**src/drive_seq_regs.vh**
```
// Register map, field positions, reset values and timing of the run sequencer
`ifndef DRIVE_SEQ_REGS_VH
`define DRIVE_SEQ_REGS_VH
// Byte offsets on the APB bus
`define OFS_CTRL        12'h000
`define OFS_CMD         12'h004
`define OFS_JOG_MIN     12'h008
`define OFS_INJ_LEVEL   12'h00c
`define OFS_INJ_TIME    12'h010
`define OFS_STATUS      12'h014
`define OFS_RUNLOG_LO   12'h018
`define OFS_RUNLOG_HI   12'h01c
// Control word fields
`define CTRL_SEQ_LSB    0
`define CTRL_REF_LSB    4
`define CTRL_STOP_LSB   8
`define CTRL_KEY_RUN    12
`define CTRL_KEY_STOP   13
`define CTRL_KEY_FR     14
`define CTRL_OUT_EN     16
// Command bits: four sequencing bits and drive enable
`define CMD_ENABLE      4
`define CMD_RESET       5'h00
// Parameter resets, tenths of a second or tenths of a percent
`define JOG_MIN_RESET   8'h00
`define INJ_LEVEL_RESET 8'h64
`define INJ_TIME_RESET  8'h32
`define PARAM_MAX       8'hfa
// Mode codes
`define REF_KEYPAD      3'h4
`define SEQ_LATCH_MAX   3'h1
`define SEQ_WIRE_PROOF  3'h2
`define SEQ_PLC         3'h3
`define STOP_INJ        2'h2
`define STOP_TIMED      2'h3
// Run time log limits
`define LOG_MIN_MAX     6'h3b
`define LOG_HR_MAX      5'h17
`define LOG_DAY_MAX     9'h16c
`define LOG_YR_MAX      8'hfa
`define LOG_HR_LSB      8
`define LOG_YR_LSB      16
// Timing: clocks per tenth of a second at 10 ns, tenths per minute
`define TICK_CYCLES     24'h989680
`define TICKS_PER_MIN   10'h258
`endif

```
**src/drive_seq_ctrl.v**
```verilog
// Run sequencer with keypad keys, jog, injection braking and APB registers
`include "drive_seq_regs.vh"
module drive_seq_ctrl #(
  parameter [23:0] TICK_CYCLES = `TICK_CYCLES
) (
  input  wire        clk_i,
  input  wire        reset_i,
  input  wire        psel_i,
  input  wire        penable_i,
  input  wire        pwrite_i,
  input  wire [11:0] paddr_i,
  input  wire [31:0] pwdata_i,
  output reg  [31:0] prdata_o,
  output reg         pready_o,
  output reg         pslverr_o,
  input  wire [4:0]  term_seq_i,
  input  wire        key_run_i,
  input  wire        key_stop_i,
  input  wire        key_fwdrev_i,
  input  wire        zero_speed_i,
  output reg         run_o,
  output reg         jog_o,
  output reg         reverse_o,
  output reg         inject_o,
  output reg  [7:0]  boost_level_o,
  output reg         inhibit_o,
  output reg         running_o
);
  localparam [4:0] ST_READY   = 5'h01;
  localparam [4:0] ST_RUN     = 5'h02;
  localparam [4:0] ST_JOG     = 5'h04;
  localparam [4:0] ST_BRAKE   = 5'h08;
  localparam [4:0] ST_INHIBIT = 5'h10;

  reg  [2:0]  seq_mode;
  reg  [2:0]  ref_sel;
  reg  [1:0]  stop_mode;
  reg         key_en_run;
  reg         key_en_stop;
  reg         key_en_fr;
  reg         out_en;
  reg  [4:0]  cmd_bits;
  reg  [7:0]  jog_min;
  reg  [7:0]  inj_level;
  reg  [7:0]  inj_time;
  reg  [23:0] tick_cnt;
  reg         tick;
  reg         key_run_d;
  reg         key_stop_d;
  reg         key_fr_d;
  reg         run_latch;
  reg         rev_latch;
  reg  [4:0]  state;
  reg  [4:0]  next_state;
  reg         go;
  reg         jog_sel;
  reg         rev_cmd;
  reg         jog_load;
  reg         brake_load;
  reg  [31:0] next_rdata;
  reg         next_err;

  wire [4:0]  seq;
  wire        enable;
  wire        keypad;
  wire        bits_latch;
  wire        need_en;
  wire        held;
  wire        run_key;
  wire        stop_key;
  wire        fr_key;
  wire        go_ok;
  wire        run_cmd;
  wire        jog_cmd;
  wire        blocked;
  wire        jog_min_ok;
  wire        jog_busy;
  wire        brake_busy;
  wire        apb_setup;
  wire        apb_write;
  wire        to_brake;
  wire [5:0]  log_min;
  wire [4:0]  log_hr;
  wire [8:0]  log_day;
  wire [7:0]  log_yr;

  // Limit a written parameter to its top value
  function [7:0] clamp_param;
    input [31:0] v;
    begin
      if (v > {24'h000000, `PARAM_MAX}) begin
        clamp_param = `PARAM_MAX;
      end else begin
        clamp_param = v[7:0];
      end
    end
  endfunction

  // Command bits are the terminals merged with the serial writes
  assign seq        = cmd_bits | term_seq_i;
  assign enable     = seq[`CMD_ENABLE];
  assign keypad     = (ref_sel == `REF_KEYPAD);
  assign bits_latch = !keypad && (seq_mode <= `SEQ_LATCH_MAX);
  assign need_en    = keypad || (seq_mode <= `SEQ_WIRE_PROOF);
  assign held       = bits_latch && (seq[3:0] != 4'h0);
  assign jog_min_ok = keypad || (seq_mode <= `SEQ_LATCH_MAX);

  // Keys act on their rising edge when keypad reference is chosen, or when enabled in a latching mode
  assign run_key  = key_run_i && !key_run_d && (key_en_run || keypad) &&
                    (keypad || bits_latch);
  assign stop_key = key_stop_i && !key_stop_d && (key_en_stop || keypad) &&
                    (keypad || bits_latch);
  assign fr_key   = key_fwdrev_i && !key_fr_d && (key_en_fr || keypad) &&
                    (keypad || bits_latch);

  // Without output enable, or drive enable where needed, nothing runs
  assign blocked = !out_en || (need_en && !enable);
  assign go_ok   = go && !blocked;
  assign run_cmd = go_ok && !jog_sel;
  assign jog_cmd = go_ok && jog_sel;
  assign to_brake = (stop_mode == `STOP_INJ) || (stop_mode == `STOP_TIMED);

  assign apb_setup = psel_i && penable_i && !pready_o;
  assign apb_write = psel_i && penable_i && pready_o && pwrite_i;

  // Tenth of a second tick
  always @(posedge clk_i or posedge reset_i) begin
    if (reset_i) begin
      tick_cnt <= 24'h000000;
      tick     <= 1'b0;
    end else if (tick_cnt == TICK_CYCLES - 24'h000001) begin
      tick_cnt <= 24'h000000;
      tick     <= 1'b1;
    end else begin
      tick_cnt <= tick_cnt + 24'h000001;
      tick     <= 1'b0;
    end
  end

  // Key history for edge detection
  always @(posedge clk_i or posedge reset_i) begin
    if (reset_i) begin
      key_run_d  <= 1'b0;
      key_stop_d <= 1'b0;
      key_fr_d   <= 1'b0;
    end else begin
      key_run_d  <= key_run_i;
      key_stop_d <= key_stop_i;
      key_fr_d   <= key_fwdrev_i;
    end
  end

  // Latched run and direction for keypad and latching modes
  always @(posedge clk_i or posedge reset_i) begin
    if (reset_i) begin
      run_latch <= 1'b0;
      rev_latch <= 1'b0;
    end else begin
      if (blocked || (stop_key && !held)) begin
        run_latch <= 1'b0;
      end else if (run_key || (bits_latch && (seq[0] || seq[2]))) begin
        run_latch <= 1'b1;
      end
      if (bits_latch && seq[0]) begin
        rev_latch <= 1'b0;
      end else if (bits_latch && seq[2]) begin
        rev_latch <= 1'b1;
      end else if (fr_key && !held) begin
        rev_latch <= !rev_latch;
      end
    end
  end

  // Command decode per sequencing mode
  always @* begin
    go      = 1'b0;
    jog_sel = 1'b0;
    rev_cmd = 1'b0;
    if (keypad) begin
      go      = run_latch;
      rev_cmd = rev_latch;
    end else if (bits_latch) begin
      go      = run_latch || seq[1] || seq[3];
      jog_sel = !run_latch;
      rev_cmd = run_latch ? rev_latch : seq[3];
    end else if (seq_mode == `SEQ_PLC) begin
      go      = seq[0];
      jog_sel = seq[1];
      rev_cmd = seq[2];
    end else begin
      go      = seq[0] ^ seq[2];
      jog_sel = seq[1];
      rev_cmd = seq[2];
    end
  end

  // Sequencer state transitions
  always @* begin
    next_state = state;
    jog_load   = 1'b0;
    brake_load = 1'b0;
    case (state)
      ST_READY: begin
        if (run_cmd) begin
          next_state = ST_RUN;
        end else if (jog_cmd) begin
          next_state = ST_JOG;
          jog_load   = 1'b1;
        end
      end
      ST_RUN: begin
        if (!go_ok) begin
          next_state = to_brake ? ST_BRAKE : ST_READY;
          brake_load = to_brake;
        end
      end
      ST_JOG: begin
        if (run_cmd) begin
          next_state = ST_RUN;
        end else if (!jog_cmd && !jog_busy) begin
          next_state = to_brake ? ST_BRAKE : ST_READY;
          brake_load = to_brake;
        end
      end
      ST_BRAKE: begin
        if (run_cmd) begin
          next_state = ST_RUN;
        end else if (stop_mode == `STOP_TIMED) begin
          if (!brake_busy) begin
            next_state = ST_READY;
          end
        end else if (zero_speed_i || !to_brake) begin
          next_state = ST_READY;
        end
      end
      ST_INHIBIT: begin
        if (!blocked) begin
          next_state = ST_READY;
        end
      end
      default: begin
        next_state = ST_READY;
      end
    endcase
    if (blocked) begin
      next_state = ST_INHIBIT;
      jog_load   = 1'b0;
      brake_load = 1'b0;
    end
  end

  // State register
  always @(posedge clk_i or posedge reset_i) begin
    if (reset_i) begin
      state <= ST_READY;
    end else begin
      state <= next_state;
    end
  end

  // Minimum jog period, zero where the mode ignores it
  tenths_timer jog_timer (
    .clk_i   (clk_i),
    .reset_i (reset_i),
    .tick_i  (tick),
    .load_i  (jog_load),
    .value_i (jog_min_ok ? jog_min : 8'h00),
    .busy_o  (jog_busy)
  );

  // Injection braking time for the timed stop mode
  tenths_timer brake_timer (
    .clk_i   (clk_i),
    .reset_i (reset_i),
    .tick_i  (tick),
    .load_i  (brake_load),
    .value_i ((stop_mode == `STOP_TIMED) ? inj_time : 8'h00),
    .busy_o  (brake_busy)
  );

  // Accumulated running time
  run_time_log run_log (
    .clk_i     (clk_i),
    .reset_i   (reset_i),
    .tick_i    (tick),
    .running_i (running_o),
    .minutes_o (log_min),
    .hours_o   (log_hr),
    .days_o    (log_day),
    .years_o   (log_yr)
  );

  // Drive outputs registered from the next state, changing with the state register
  always @(posedge clk_i or posedge reset_i) begin
    if (reset_i) begin
      run_o         <= 1'b0;
      jog_o         <= 1'b0;
      reverse_o     <= 1'b0;
      inject_o      <= 1'b0;
      boost_level_o <= 8'h00;
      inhibit_o     <= 1'b0;
      running_o     <= 1'b0;
    end else begin
      run_o     <= (next_state == ST_RUN);
      jog_o     <= (next_state == ST_JOG);
      running_o <= (next_state == ST_RUN) || (next_state == ST_JOG);
      inhibit_o <= (next_state == ST_INHIBIT);
      inject_o  <= (next_state == ST_BRAKE);
      if ((next_state == ST_RUN) || (next_state == ST_JOG)) begin
        reverse_o <= rev_cmd;
      end
      boost_level_o <= (next_state == ST_BRAKE) ? inj_level : 8'h00;
    end
  end

  // Register writes at the access edge
  always @(posedge clk_i or posedge reset_i) begin
    if (reset_i) begin
      seq_mode    <= 3'h0;
      ref_sel     <= 3'h0;
      stop_mode   <= 2'h0;
      key_en_run  <= 1'b0;
      key_en_stop <= 1'b0;
      key_en_fr   <= 1'b0;
      out_en      <= 1'b1;
      cmd_bits    <= `CMD_RESET;
      jog_min     <= `JOG_MIN_RESET;
      inj_level   <= `INJ_LEVEL_RESET;
      inj_time    <= `INJ_TIME_RESET;
    end else if (apb_write) begin
      case (paddr_i)
        `OFS_CTRL: begin
          seq_mode    <= pwdata_i[`CTRL_SEQ_LSB +: 3];
          ref_sel     <= pwdata_i[`CTRL_REF_LSB +: 3];
          stop_mode   <= pwdata_i[`CTRL_STOP_LSB +: 2];
          key_en_run  <= pwdata_i[`CTRL_KEY_RUN];
          key_en_stop <= pwdata_i[`CTRL_KEY_STOP];
          key_en_fr   <= pwdata_i[`CTRL_KEY_FR];
          out_en      <= pwdata_i[`CTRL_OUT_EN];
        end
        `OFS_CMD: begin
          cmd_bits <= pwdata_i[4:0];
        end
        `OFS_JOG_MIN: begin
          jog_min <= clamp_param(pwdata_i);
        end
        `OFS_INJ_LEVEL: begin
          inj_level <= clamp_param(pwdata_i);
        end
        `OFS_INJ_TIME: begin
          inj_time <= clamp_param(pwdata_i);
        end
        default: begin
          cmd_bits <= cmd_bits;
        end
      endcase
    end
  end

  // Read multiplexer and address decode
  always @* begin
    next_rdata = 32'h00000000;
    next_err   = 1'b0;
    case (paddr_i)
      `OFS_CTRL: begin
        next_rdata[`CTRL_SEQ_LSB +: 3]  = seq_mode;
        next_rdata[`CTRL_REF_LSB +: 3]  = ref_sel;
        next_rdata[`CTRL_STOP_LSB +: 2] = stop_mode;
        next_rdata[`CTRL_KEY_RUN]       = key_en_run;
        next_rdata[`CTRL_KEY_STOP]      = key_en_stop;
        next_rdata[`CTRL_KEY_FR]        = key_en_fr;
        next_rdata[`CTRL_OUT_EN]        = out_en;
      end
      `OFS_CMD:       next_rdata[4:0] = cmd_bits;
      `OFS_JOG_MIN:   next_rdata[7:0] = jog_min;
      `OFS_INJ_LEVEL: next_rdata[7:0] = inj_level;
      `OFS_INJ_TIME:  next_rdata[7:0] = inj_time;
      `OFS_STATUS: begin
        next_rdata[4:0] = {inhibit_o, inject_o, jog_o, reverse_o, running_o};
        next_rdata[12:8] = seq; // Merged command bits
      end
      `OFS_RUNLOG_LO: begin
        next_rdata[5:0] = log_min;
        next_rdata[`LOG_HR_LSB +: 5] = log_hr;
      end
      `OFS_RUNLOG_HI: begin
        next_rdata[8:0] = log_day;
        next_rdata[`LOG_YR_LSB +: 8] = log_yr;
      end
      default: next_err = 1'b1;
    endcase
  end

  // APB answer one cycle into the access phase
  always @(posedge clk_i or posedge reset_i) begin
    if (reset_i) begin
      pready_o  <= 1'b0;
      prdata_o  <= 32'h00000000;
      pslverr_o <= 1'b0;
    end else if (apb_setup) begin
      pready_o  <= 1'b1;
      prdata_o  <= pwrite_i ? 32'h00000000 : next_rdata;
      pslverr_o <= next_err;
    end else begin
      pready_o  <= 1'b0;
      prdata_o  <= 32'h00000000;
      pslverr_o <= 1'b0;
    end
  end
endmodule

```
**src/tenths_timer.v**
```verilog
// Countdown timer in tenths of a second, never shorter than its load value
module tenths_timer (
  input  wire       clk_i,
  input  wire       reset_i,
  input  wire       tick_i,
  input  wire       load_i,
  input  wire [7:0] value_i,
  output wire       busy_o
);
  reg  [8:0] count;
  wire [8:0] start;

  // One extra tick covers the partial first tenth
  assign start = {1'b0, value_i} + {8'h00, (value_i != 8'h00)};
  assign busy_o = (count != 9'h000);

  // Load or count down on each tick
  always @(posedge clk_i or posedge reset_i) begin
    if (reset_i) begin
      count <= 9'h000;
    end else if (load_i) begin
      count <= start;
    end else if (tick_i && busy_o) begin
      count <= count - 9'h001;
    end
  end
endmodule

```
**src/run_time_log.v**
```verilog
// Run time log in whole minutes, hours, days and years
`include "drive_seq_regs.vh"
module run_time_log (
  input  wire       clk_i,
  input  wire       reset_i,
  input  wire       tick_i,
  input  wire       running_i,
  output reg  [5:0] minutes_o,
  output reg  [4:0] hours_o,
  output reg  [8:0] days_o,
  output reg  [7:0] years_o
);
  reg  [9:0] part;
  wire       full;
  wire       minute_done;

  assign full = (years_o == `LOG_YR_MAX) && (days_o == `LOG_DAY_MAX) &&
                (hours_o == `LOG_HR_MAX) && (minutes_o == `LOG_MIN_MAX);
  assign minute_done = tick_i && running_i && (part == `TICKS_PER_MIN - 10'h001);

  // Partial minute, lost at reset and never logged
  always @(posedge clk_i or posedge reset_i) begin
    if (reset_i) begin
      part <= 10'h000;
    end else if (minute_done) begin
      part <= 10'h000;
    end else if (tick_i && running_i) begin
      part <= part + 10'h001;
    end
  end

  // Whole minutes carry into larger units, holding at the top
  always @(posedge clk_i or posedge reset_i) begin
    if (reset_i) begin
      minutes_o <= 6'h00;
      hours_o   <= 5'h00;
      days_o    <= 9'h000;
      years_o   <= 8'h00;
    end else if (minute_done && !full) begin
      if (minutes_o != `LOG_MIN_MAX) begin
        minutes_o <= minutes_o + 6'h01;
      end else begin
        minutes_o <= 6'h00;
        if (hours_o != `LOG_HR_MAX) begin
          hours_o <= hours_o + 5'h01;
        end else begin
          hours_o <= 5'h00;
          if (days_o != `LOG_DAY_MAX) begin
            days_o <= days_o + 9'h001;
          end else begin
            days_o  <= 9'h000;
            years_o <= years_o + 8'h01;
          end
        end
      end
    end
  end
endmodule

```
**config.mk**
```make
export PLATFORM = sky130hd
export DESIGN_NAME = drive_seq_ctrl
export DESIGN_NICKNAME = d
export VERILOG_FILES = /design/src/drive_seq_ctrl.v /design/src/tenths_timer.v /design/src/run_time_log.v
export VERILOG_INCLUDE_DIRS = /design/src
export SDC_FILE = /design/constraint.sdc
export NUM_CORES = 1
export LEC_CHECK = 0
export BUFFER_PORTS_ARGS = -buffer_cell sky130_fd_sc_hd__buf_2
export CAP_MARGIN = 25
export CORE_MARGIN = 5
export CORE_UTILIZATION = 25
export CTS_BUF_LIST = sky130_fd_sc_hd__clkbuf_8
export CTS_CLUSTER_SIZE = 25
export DETAILED_ROUTE_END_ITERATION = 8
export PLACE_DENSITY_LB_ADDON = 0.3
export SKIP_LAST_GASP = 1
export SLEW_MARGIN = 20
export SYNTH_ARGS = -nofsm -noshare
export SYNTH_HDL_FRONTEND = slang
export SYNTH_SLANG_ARGS = --single-unit
```
**constraint.sdc**
```tcl
create_clock -name clk_i -period 7.57 [get_ports clk_i]
set_input_delay 1.514 -clock clk_i [delete_from_list [all_inputs] [get_ports clk_i]]
set_output_delay 1.514 -clock clk_i [all_outputs]
set_load 0.1 [all_outputs]
```
After elaboration in Yosys (flattened, before gate mapping):

Index checks and enable logic that the tools add are counted.
Widths: inputs -> output; s select.

* $add $sub $neg: 10
* magnitude comparators: 3
* equality and inequality tests: 28
* mux-type cells: 67
* bitwise logic cells: 5
* reduce and logical (&&, ||, !) cells: 84

Operators with widths (number)
* $mux 24: 3
* $mux 5: 11
* $eq 12x5->1 const B: 4
* $mux 9: 5
* $logic_and 1x1->1: 33
* $gt 32x8->1 const B: 1
* $mux 8: 4
* $mux 1: 25
* $add 24x1->24 const B: 1
* $eq 12x4->1 const B: 2
* $eq 24x24->1 const B: 1
* $pmux 3 s8: 1
* $mux 10: 2
* $pmux 5 s4: 1
* $add 8x1->9: 2
* $reduce_bool 9->1: 2
* $sub 9x1->9 const B: 2
* $logic_not 1->1: 16
* $reduce_bool 8->1: 2
* $logic_or 1x1->1: 15
* $eq 12x3->1 const B: 1
* $logic_not 12->1: 1
* $reduce_and 2->1: 6
* $add 10x1->10 const B: 1
* 42 further kinds: 55

* bits in registers: 180

Longest topological paths before layout:

* word-level depth: 15
* gate-level depth with buffers: 11
* mapped depth without buffers: 10

Hierarchy:

A second synthesis with hierarchy kept.

* cell total of the unflattened synthesis: 924
* area, all modules: 9337.7 µm²

Modules (own cells, without submodules)
* drive_seq_ctrl: instances 1, cells an instance 560, area each 5811.8 µm², seq. area each 2887.8 µm²
* run_time_log: instances 1, cells an instance 204, area each 2031.9 µm², seq. area each 950.9 µm²
* tenths_timer: instances 2, cells an instance 80, area each 747.0 µm², seq. area each 225.2 µm²

Least setup slack after synthesis:

No wires, ideal clock.

* kind: input to register
* start: in term_seq_i[0]
* end: reg brake_timer.count[0]
* setup time: 125 ps
* data arrival time: 3496 ps
* required time: 7445 ps
* path slack: 3949 ps
* stages on the path: 8
* buffers on the path: 0
* path through: or2_2 > inv_1 > ha_1 > nand2b_1 > a31oi_2 > nor2_1 > nor3_4 > mux2_4

* cells in the longest elaborated chain, start to end: 14

Ends and longest elaborated chain
* start: declaration: line drive_seq_ctrl.v:16 `input wire [4:0] term_seq_i,`
* $or 5x5->5 (*): line drive_seq_ctrl.v:100 `assign seq = cmd_bits | term_seq_i;`
* $xor 1x1->1: line drive_seq_ctrl.v:191 `go = seq[0] ^ seq[2];`
* $mux 1 (*): line drive_seq_ctrl.v:186 `` end else if (seq_mode == `SEQ_PLC) begin ``
* $mux 1 (*): line drive_seq_ctrl.v:182 `end else if (bits_latch) begin`
* $mux 1 (*): line drive_seq_ctrl.v:179 `if (keypad) begin`
* $logic_and 1x1->1 (*): line drive_seq_ctrl.v:118 `assign go_ok = go && !blocked;`
* $logic_and 1x1->1: line drive_seq_ctrl.v:120 `assign jog_cmd = go_ok && jog_sel;`
* $logic_not 1->1: line drive_seq_ctrl.v:220 `end else if (!jog_cmd && !jog_busy) begin`
* $logic_and 1x1->1: line drive_seq_ctrl.v:220
* $mux 1: line drive_seq_ctrl.v:220
* $mux 1: line drive_seq_ctrl.v:218 `if (run_cmd) begin`
* $pmux 1 s2 (*): line drive_seq_ctrl.v:202 `case (state)`
* $mux 1 (*): line drive_seq_ctrl.v:245 `if (blocked) begin`
* $mux 9 / $reduce_bool 2->1 (equally long branches)
* end signal: assignment: line tenths_timer.v:22 `count <= start;`
* end signal: assignment: line tenths_timer.v:24 `count <= count - 9'h001;`
* end: declaration: line tenths_timer.v:10 `reg [8:0] count;`

Every way passes the cells marked *; elsewhere a longest branch is shown, timed or not.
A chain may end at the register's enable or synchronous reset.

Worst setup path in the final report:

* start: in paddr_i[7]
* end: reg key_en_stop

* cells in the longest elaborated chain, start to end: 2

Ends and longest elaborated chain
* start: declaration: line drive_seq_ctrl.v:11 `input wire [11:0] paddr_i,`
* $logic_not 12->1: line drive_seq_ctrl.v:331 `case (paddr_i)`
* $reduce_and 2->1 (no source line)
* end signal: assignment: line drive_seq_ctrl.v:337 `` key_en_stop <= pwdata_i[`CTRL_KEY_STOP]; ``
* end: declaration: line drive_seq_ctrl.v:39 `reg key_en_stop;`

No other way between the ends.

==> results by group <==
Outcome
  – Outcome: completed

Yosys
  – Syn_area_per_cell: 10.1 µm²
  – Sequential fraction of the synthesis area: 49.0%
  – Post-synth top flop: dfrtp_1
  – Flops & latches, synth: 171
  – Netlist cell types: 74
  – Cell Area, Synth: 8750 µm²
  – Post-synth EDFFs: 0
  – Ys async rst share: 100%
  – Ys Warns: 0
  – Cells after Synth: 869

Layout
  – Most frequent cells in the layout: 163 x dfrtp_1, 97 x buf_2, 96 x nand2_1
  – Area Growth Syn to Fin: 15.6%
  – Fin cells: 1435
  – Commonest non-fill, non-tap cell in the layout: dfrtp_1
  – Layout cells sized above 1: 20.0%
  – Nets: 1039
  – Fillers: 3660

Floorplan
  – Die ar.: 38800 µm²
  – Die width: 197 µm
  – IO Pins: 106
  – Core ar.: 34500 µm²
  – Site row count: 68
  – Starting density of the core: 25.3%
  – Die Height: 197 µm

Min path
  – Hold Path Class: reg2reg
  – Min-delay src: tick_cnt[0]

Worst setup path
  – Crit path max fanout: 10
  – Critical path data arrival time: 4.04 ns
  – R2R setup slack: 4.67 ns
  – WP data required: 7.93 ns
  – RR Startpoint: cmd_bits[0]
  – Worst Setup SP: paddr_i[7]
  – Worst path slowest cell: nor4_2
  – RR Endpoint: boost_level_o[5]
  – Worst setup path end: key_en_stop
  – Critical path class: in2reg
  – Cell-by-cell trace of the critical path: buf_2 -> nor4_1 -> nand3_1 -> nor4_2 -> nor2b_1 -> buf_4 -> mux2_2
  – Reg2Reg Depth: 8
  – CP endpoint kind: flop
  – Critical Path Source Type: input pin
  – Slowest stage delay, CP: 0.74 ns

Route
  – Via Count: 6785
  – Iteration-0 DRC Markers: 329
  – DR WL/cell: 16.7 µm
  – Pre-antenna DRT Iters: 5
  – Vias per Instance: 4.73
  – DRC: 0
  – DRT Wirelength: 23900 µm
  – ANT nets after route: 0

Clock tree
  – Post-CTS resize count: 0
  – Clk buf depth: 2
  – Clk slew on worst S/H paths: 0.10 ns
  – # Post-CTS Setup Buffers: 0
  – Max H-tree Level: 4
  – Clk sink count: 171
  – CTS Buf Count: 17
  – Clk Latency, worst-skew pair: 0.47 ns
  – Post-CTS Hold Buffers: 0
  – Clock Tree Root: clkbuf_8
  – CTS tree: done

STA
  – Fin. Hold Viols: 0
  – Final period util: 48.6%
  – Post-route setup TNS: 0 ns
  – RSZ-0062 raised after global routing: no
  – Final min period: 3.68 ns
  – Fmax achieved: 272 MHz
  – Worst Max-Slew Pin Slew: 0.943 ns
  – Setup violations, final: 0
  – Hold WS: 0.482 ns
  – Final slew viol count: 0
  – Relative slew margins: 37.1%
  – Final Skew: 0.0214 ns

Flow run
  – Max Cap Viol: 0

Pwr
  – Pwr per Cell Area: 165 nW/µm²
  – Total design power: 0.00167 W
  – Clock network power share: 40.1%
  – Logic pwr share: 5.2%
  – Sequential share of power: 54.7%
  – Int Power: 0.00125 W
  – Switching Share: 25.5%
  – VDD IR-drop max: 0.000120 V
  – Switching power: 0.000426 W
  – Leakage Power: 4.43 nW

Global route
  – Met3 GRT Util: 2.61%
  – Total track usage: 12.4%
  – Largest net degree at the start of global routing: 75
  – Initial antenna violation count: 2
  – Number of global-route vias before repair: 6576
  – First-pass GRT wire length: 38000 µm
  – Most used routing layer: met2
  – M1 GR Usage: 18.1%
  – Met2 Track Usage GR: 19.0%
  – Grt ovf: 0

Placement
  – Placed wire-length estimate: 18100 µm
  – Placed Cells incl. Taps: 1402
  – Final GP Congestion: 0.813
  – IO buf count: 96
-- worst min path at each step --
| stage | endpoint | slack, ns | cells after the start |
|---|---|---|---|
| 5_1_grt | run_log.years_o[7] | 0.51 | 1 |
| 2_1_floorplan | tick_cnt[0] | 0.45 | 1 |
| 6_report | tick_cnt[0] | 0.48 | 1 |
| 4_1_cts | tick_cnt[0] | 0.49 | 1 |
| 3_3_place_gp | tick_cnt[0] | 0.47 | 1 |
| 3_5_place_dp | tick_cnt[0] | 0.48 | 1 |
-- power by group through the flow --
stage          Combinational [W]  Sequential, W  Clock, W
6_report               0.0000871       0.000916  0.000671
5_1_grt                0.0000958       0.000916  0.000734
4_1_cts                0.0000890       0.000916  0.000693
3_5_place_dp           0.0000888       0.000934         0
3_3_place_gp           0.0000889       0.000934         0
2_1_floorplan          0.0000544       0.000938         0
-- state kept, by name (all words and copies together) (netlist names), 9 cells and up --
register           count
brake_timer.count      9
prdata_o              23
run_log.part          10
jog_timer.count        9
run_log.days_o         9
tick_cnt              24
-- cell usage after synthesis, types with 4 or more instances --
cell type	instances	area, µm²
mux2_2	24	270
nand3b_1	5	37.5
nor2b_1	8	50.1
mux2i_1	14	140
or2_2	5	31.3
nand2_1	96	360
o31ai_1	8	60.1
nor4_1	14	87.6
clkbuf_1	14	52.6
and2_1	16	100
dfrtp_1	163	4080
or4_1	4	30.0
xnor2_1	39	342
a22oi_1	9	67.6
a21oi_1	21	105
o211ai_1	5	37.5
nand2b_1	9	56.3
nand3_1	48	240
buf_4	11	82.6
xor2_1	28	245
dfstp_2	8	210
o21ai_0	60	300
ha_1	15	188
inv_1	18	67.6
a31oi_1	5	31.3
or3_1	6	37.5
nor3_1	20	100
buf_2	4	20.0
nor4b_1	4	35.0
nand4_1	18	113
and3_1	28	175
and4_1	5	43.8
nor2_1	75	282
-- critical path, delay by kind of cell --
kind / cells / cell delay (ns)
buffers and inverters: 2 / 0.37
multiplexers: 1 / 0.34
AND/OR/NAND/NOR: 4 / 1.82
-- metrics by stage --
step | setup slack [ns] | area [µm²] | util, %
global placement | 3.19 | 9700 | 28.1
detailed placement | 3.39 | 9710 | 28.1
finish | 3.89 | 10100 | 29.3
CTS | 3.91 | 10100 | 29.3
global route | 3.65 | 10100 | 29.3
floorplan | 1.44 | 8780 | -
-- logic make-up (layout without fill, tap and decap cells) --
| logic type | Yosys count | count (layout) | synth area share (%) |
|---|---|---|---|
| compound gates | 140 | 140 | 10.4 |
| xor+xnor | 67 | 67 | 6.71 |
| fa+ha+maj | 15 | 15 | 2.15 |
| buf+inv | 49 | 151 | 2.63 |
| flops | 171 | 171 | 49.0 |
| mux | 44 | 44 | 5.98 |
| other cells | 1 | 10 | 0.0429 |
| simple gates | 382 | 382 | 23.1 |
-- layout make-up --
| cell class | instances | area, µm² | share of cell area [%] |
|---|---|---|---|
| Multi-Input combinational cell | 657 | 4260 | 42.2 |
| Tap cell | 455 | 569 | 5.63 |
| Timing Repair Buffer | 101 | 515 | 5.10 |
| Clock inverter | 13 | 141 | 1.40 |
| Inverter | 18 | 72.6 | 0.717 |
| Sequential cell | 171 | 4290 | 42.4 |
| Antenna cell | 1 | 2.50 | 0.0247 |
| Clock buffer | 19 | 262 | 2.59 |
-- layer usage --
metal  wire length (µm)  up-vias
met2              10900      150
met5                  0        -
met4                232        0
li1                   -     3278
met1              11600     3342
met3               1140       15
(Power assumes the default switching activity.)
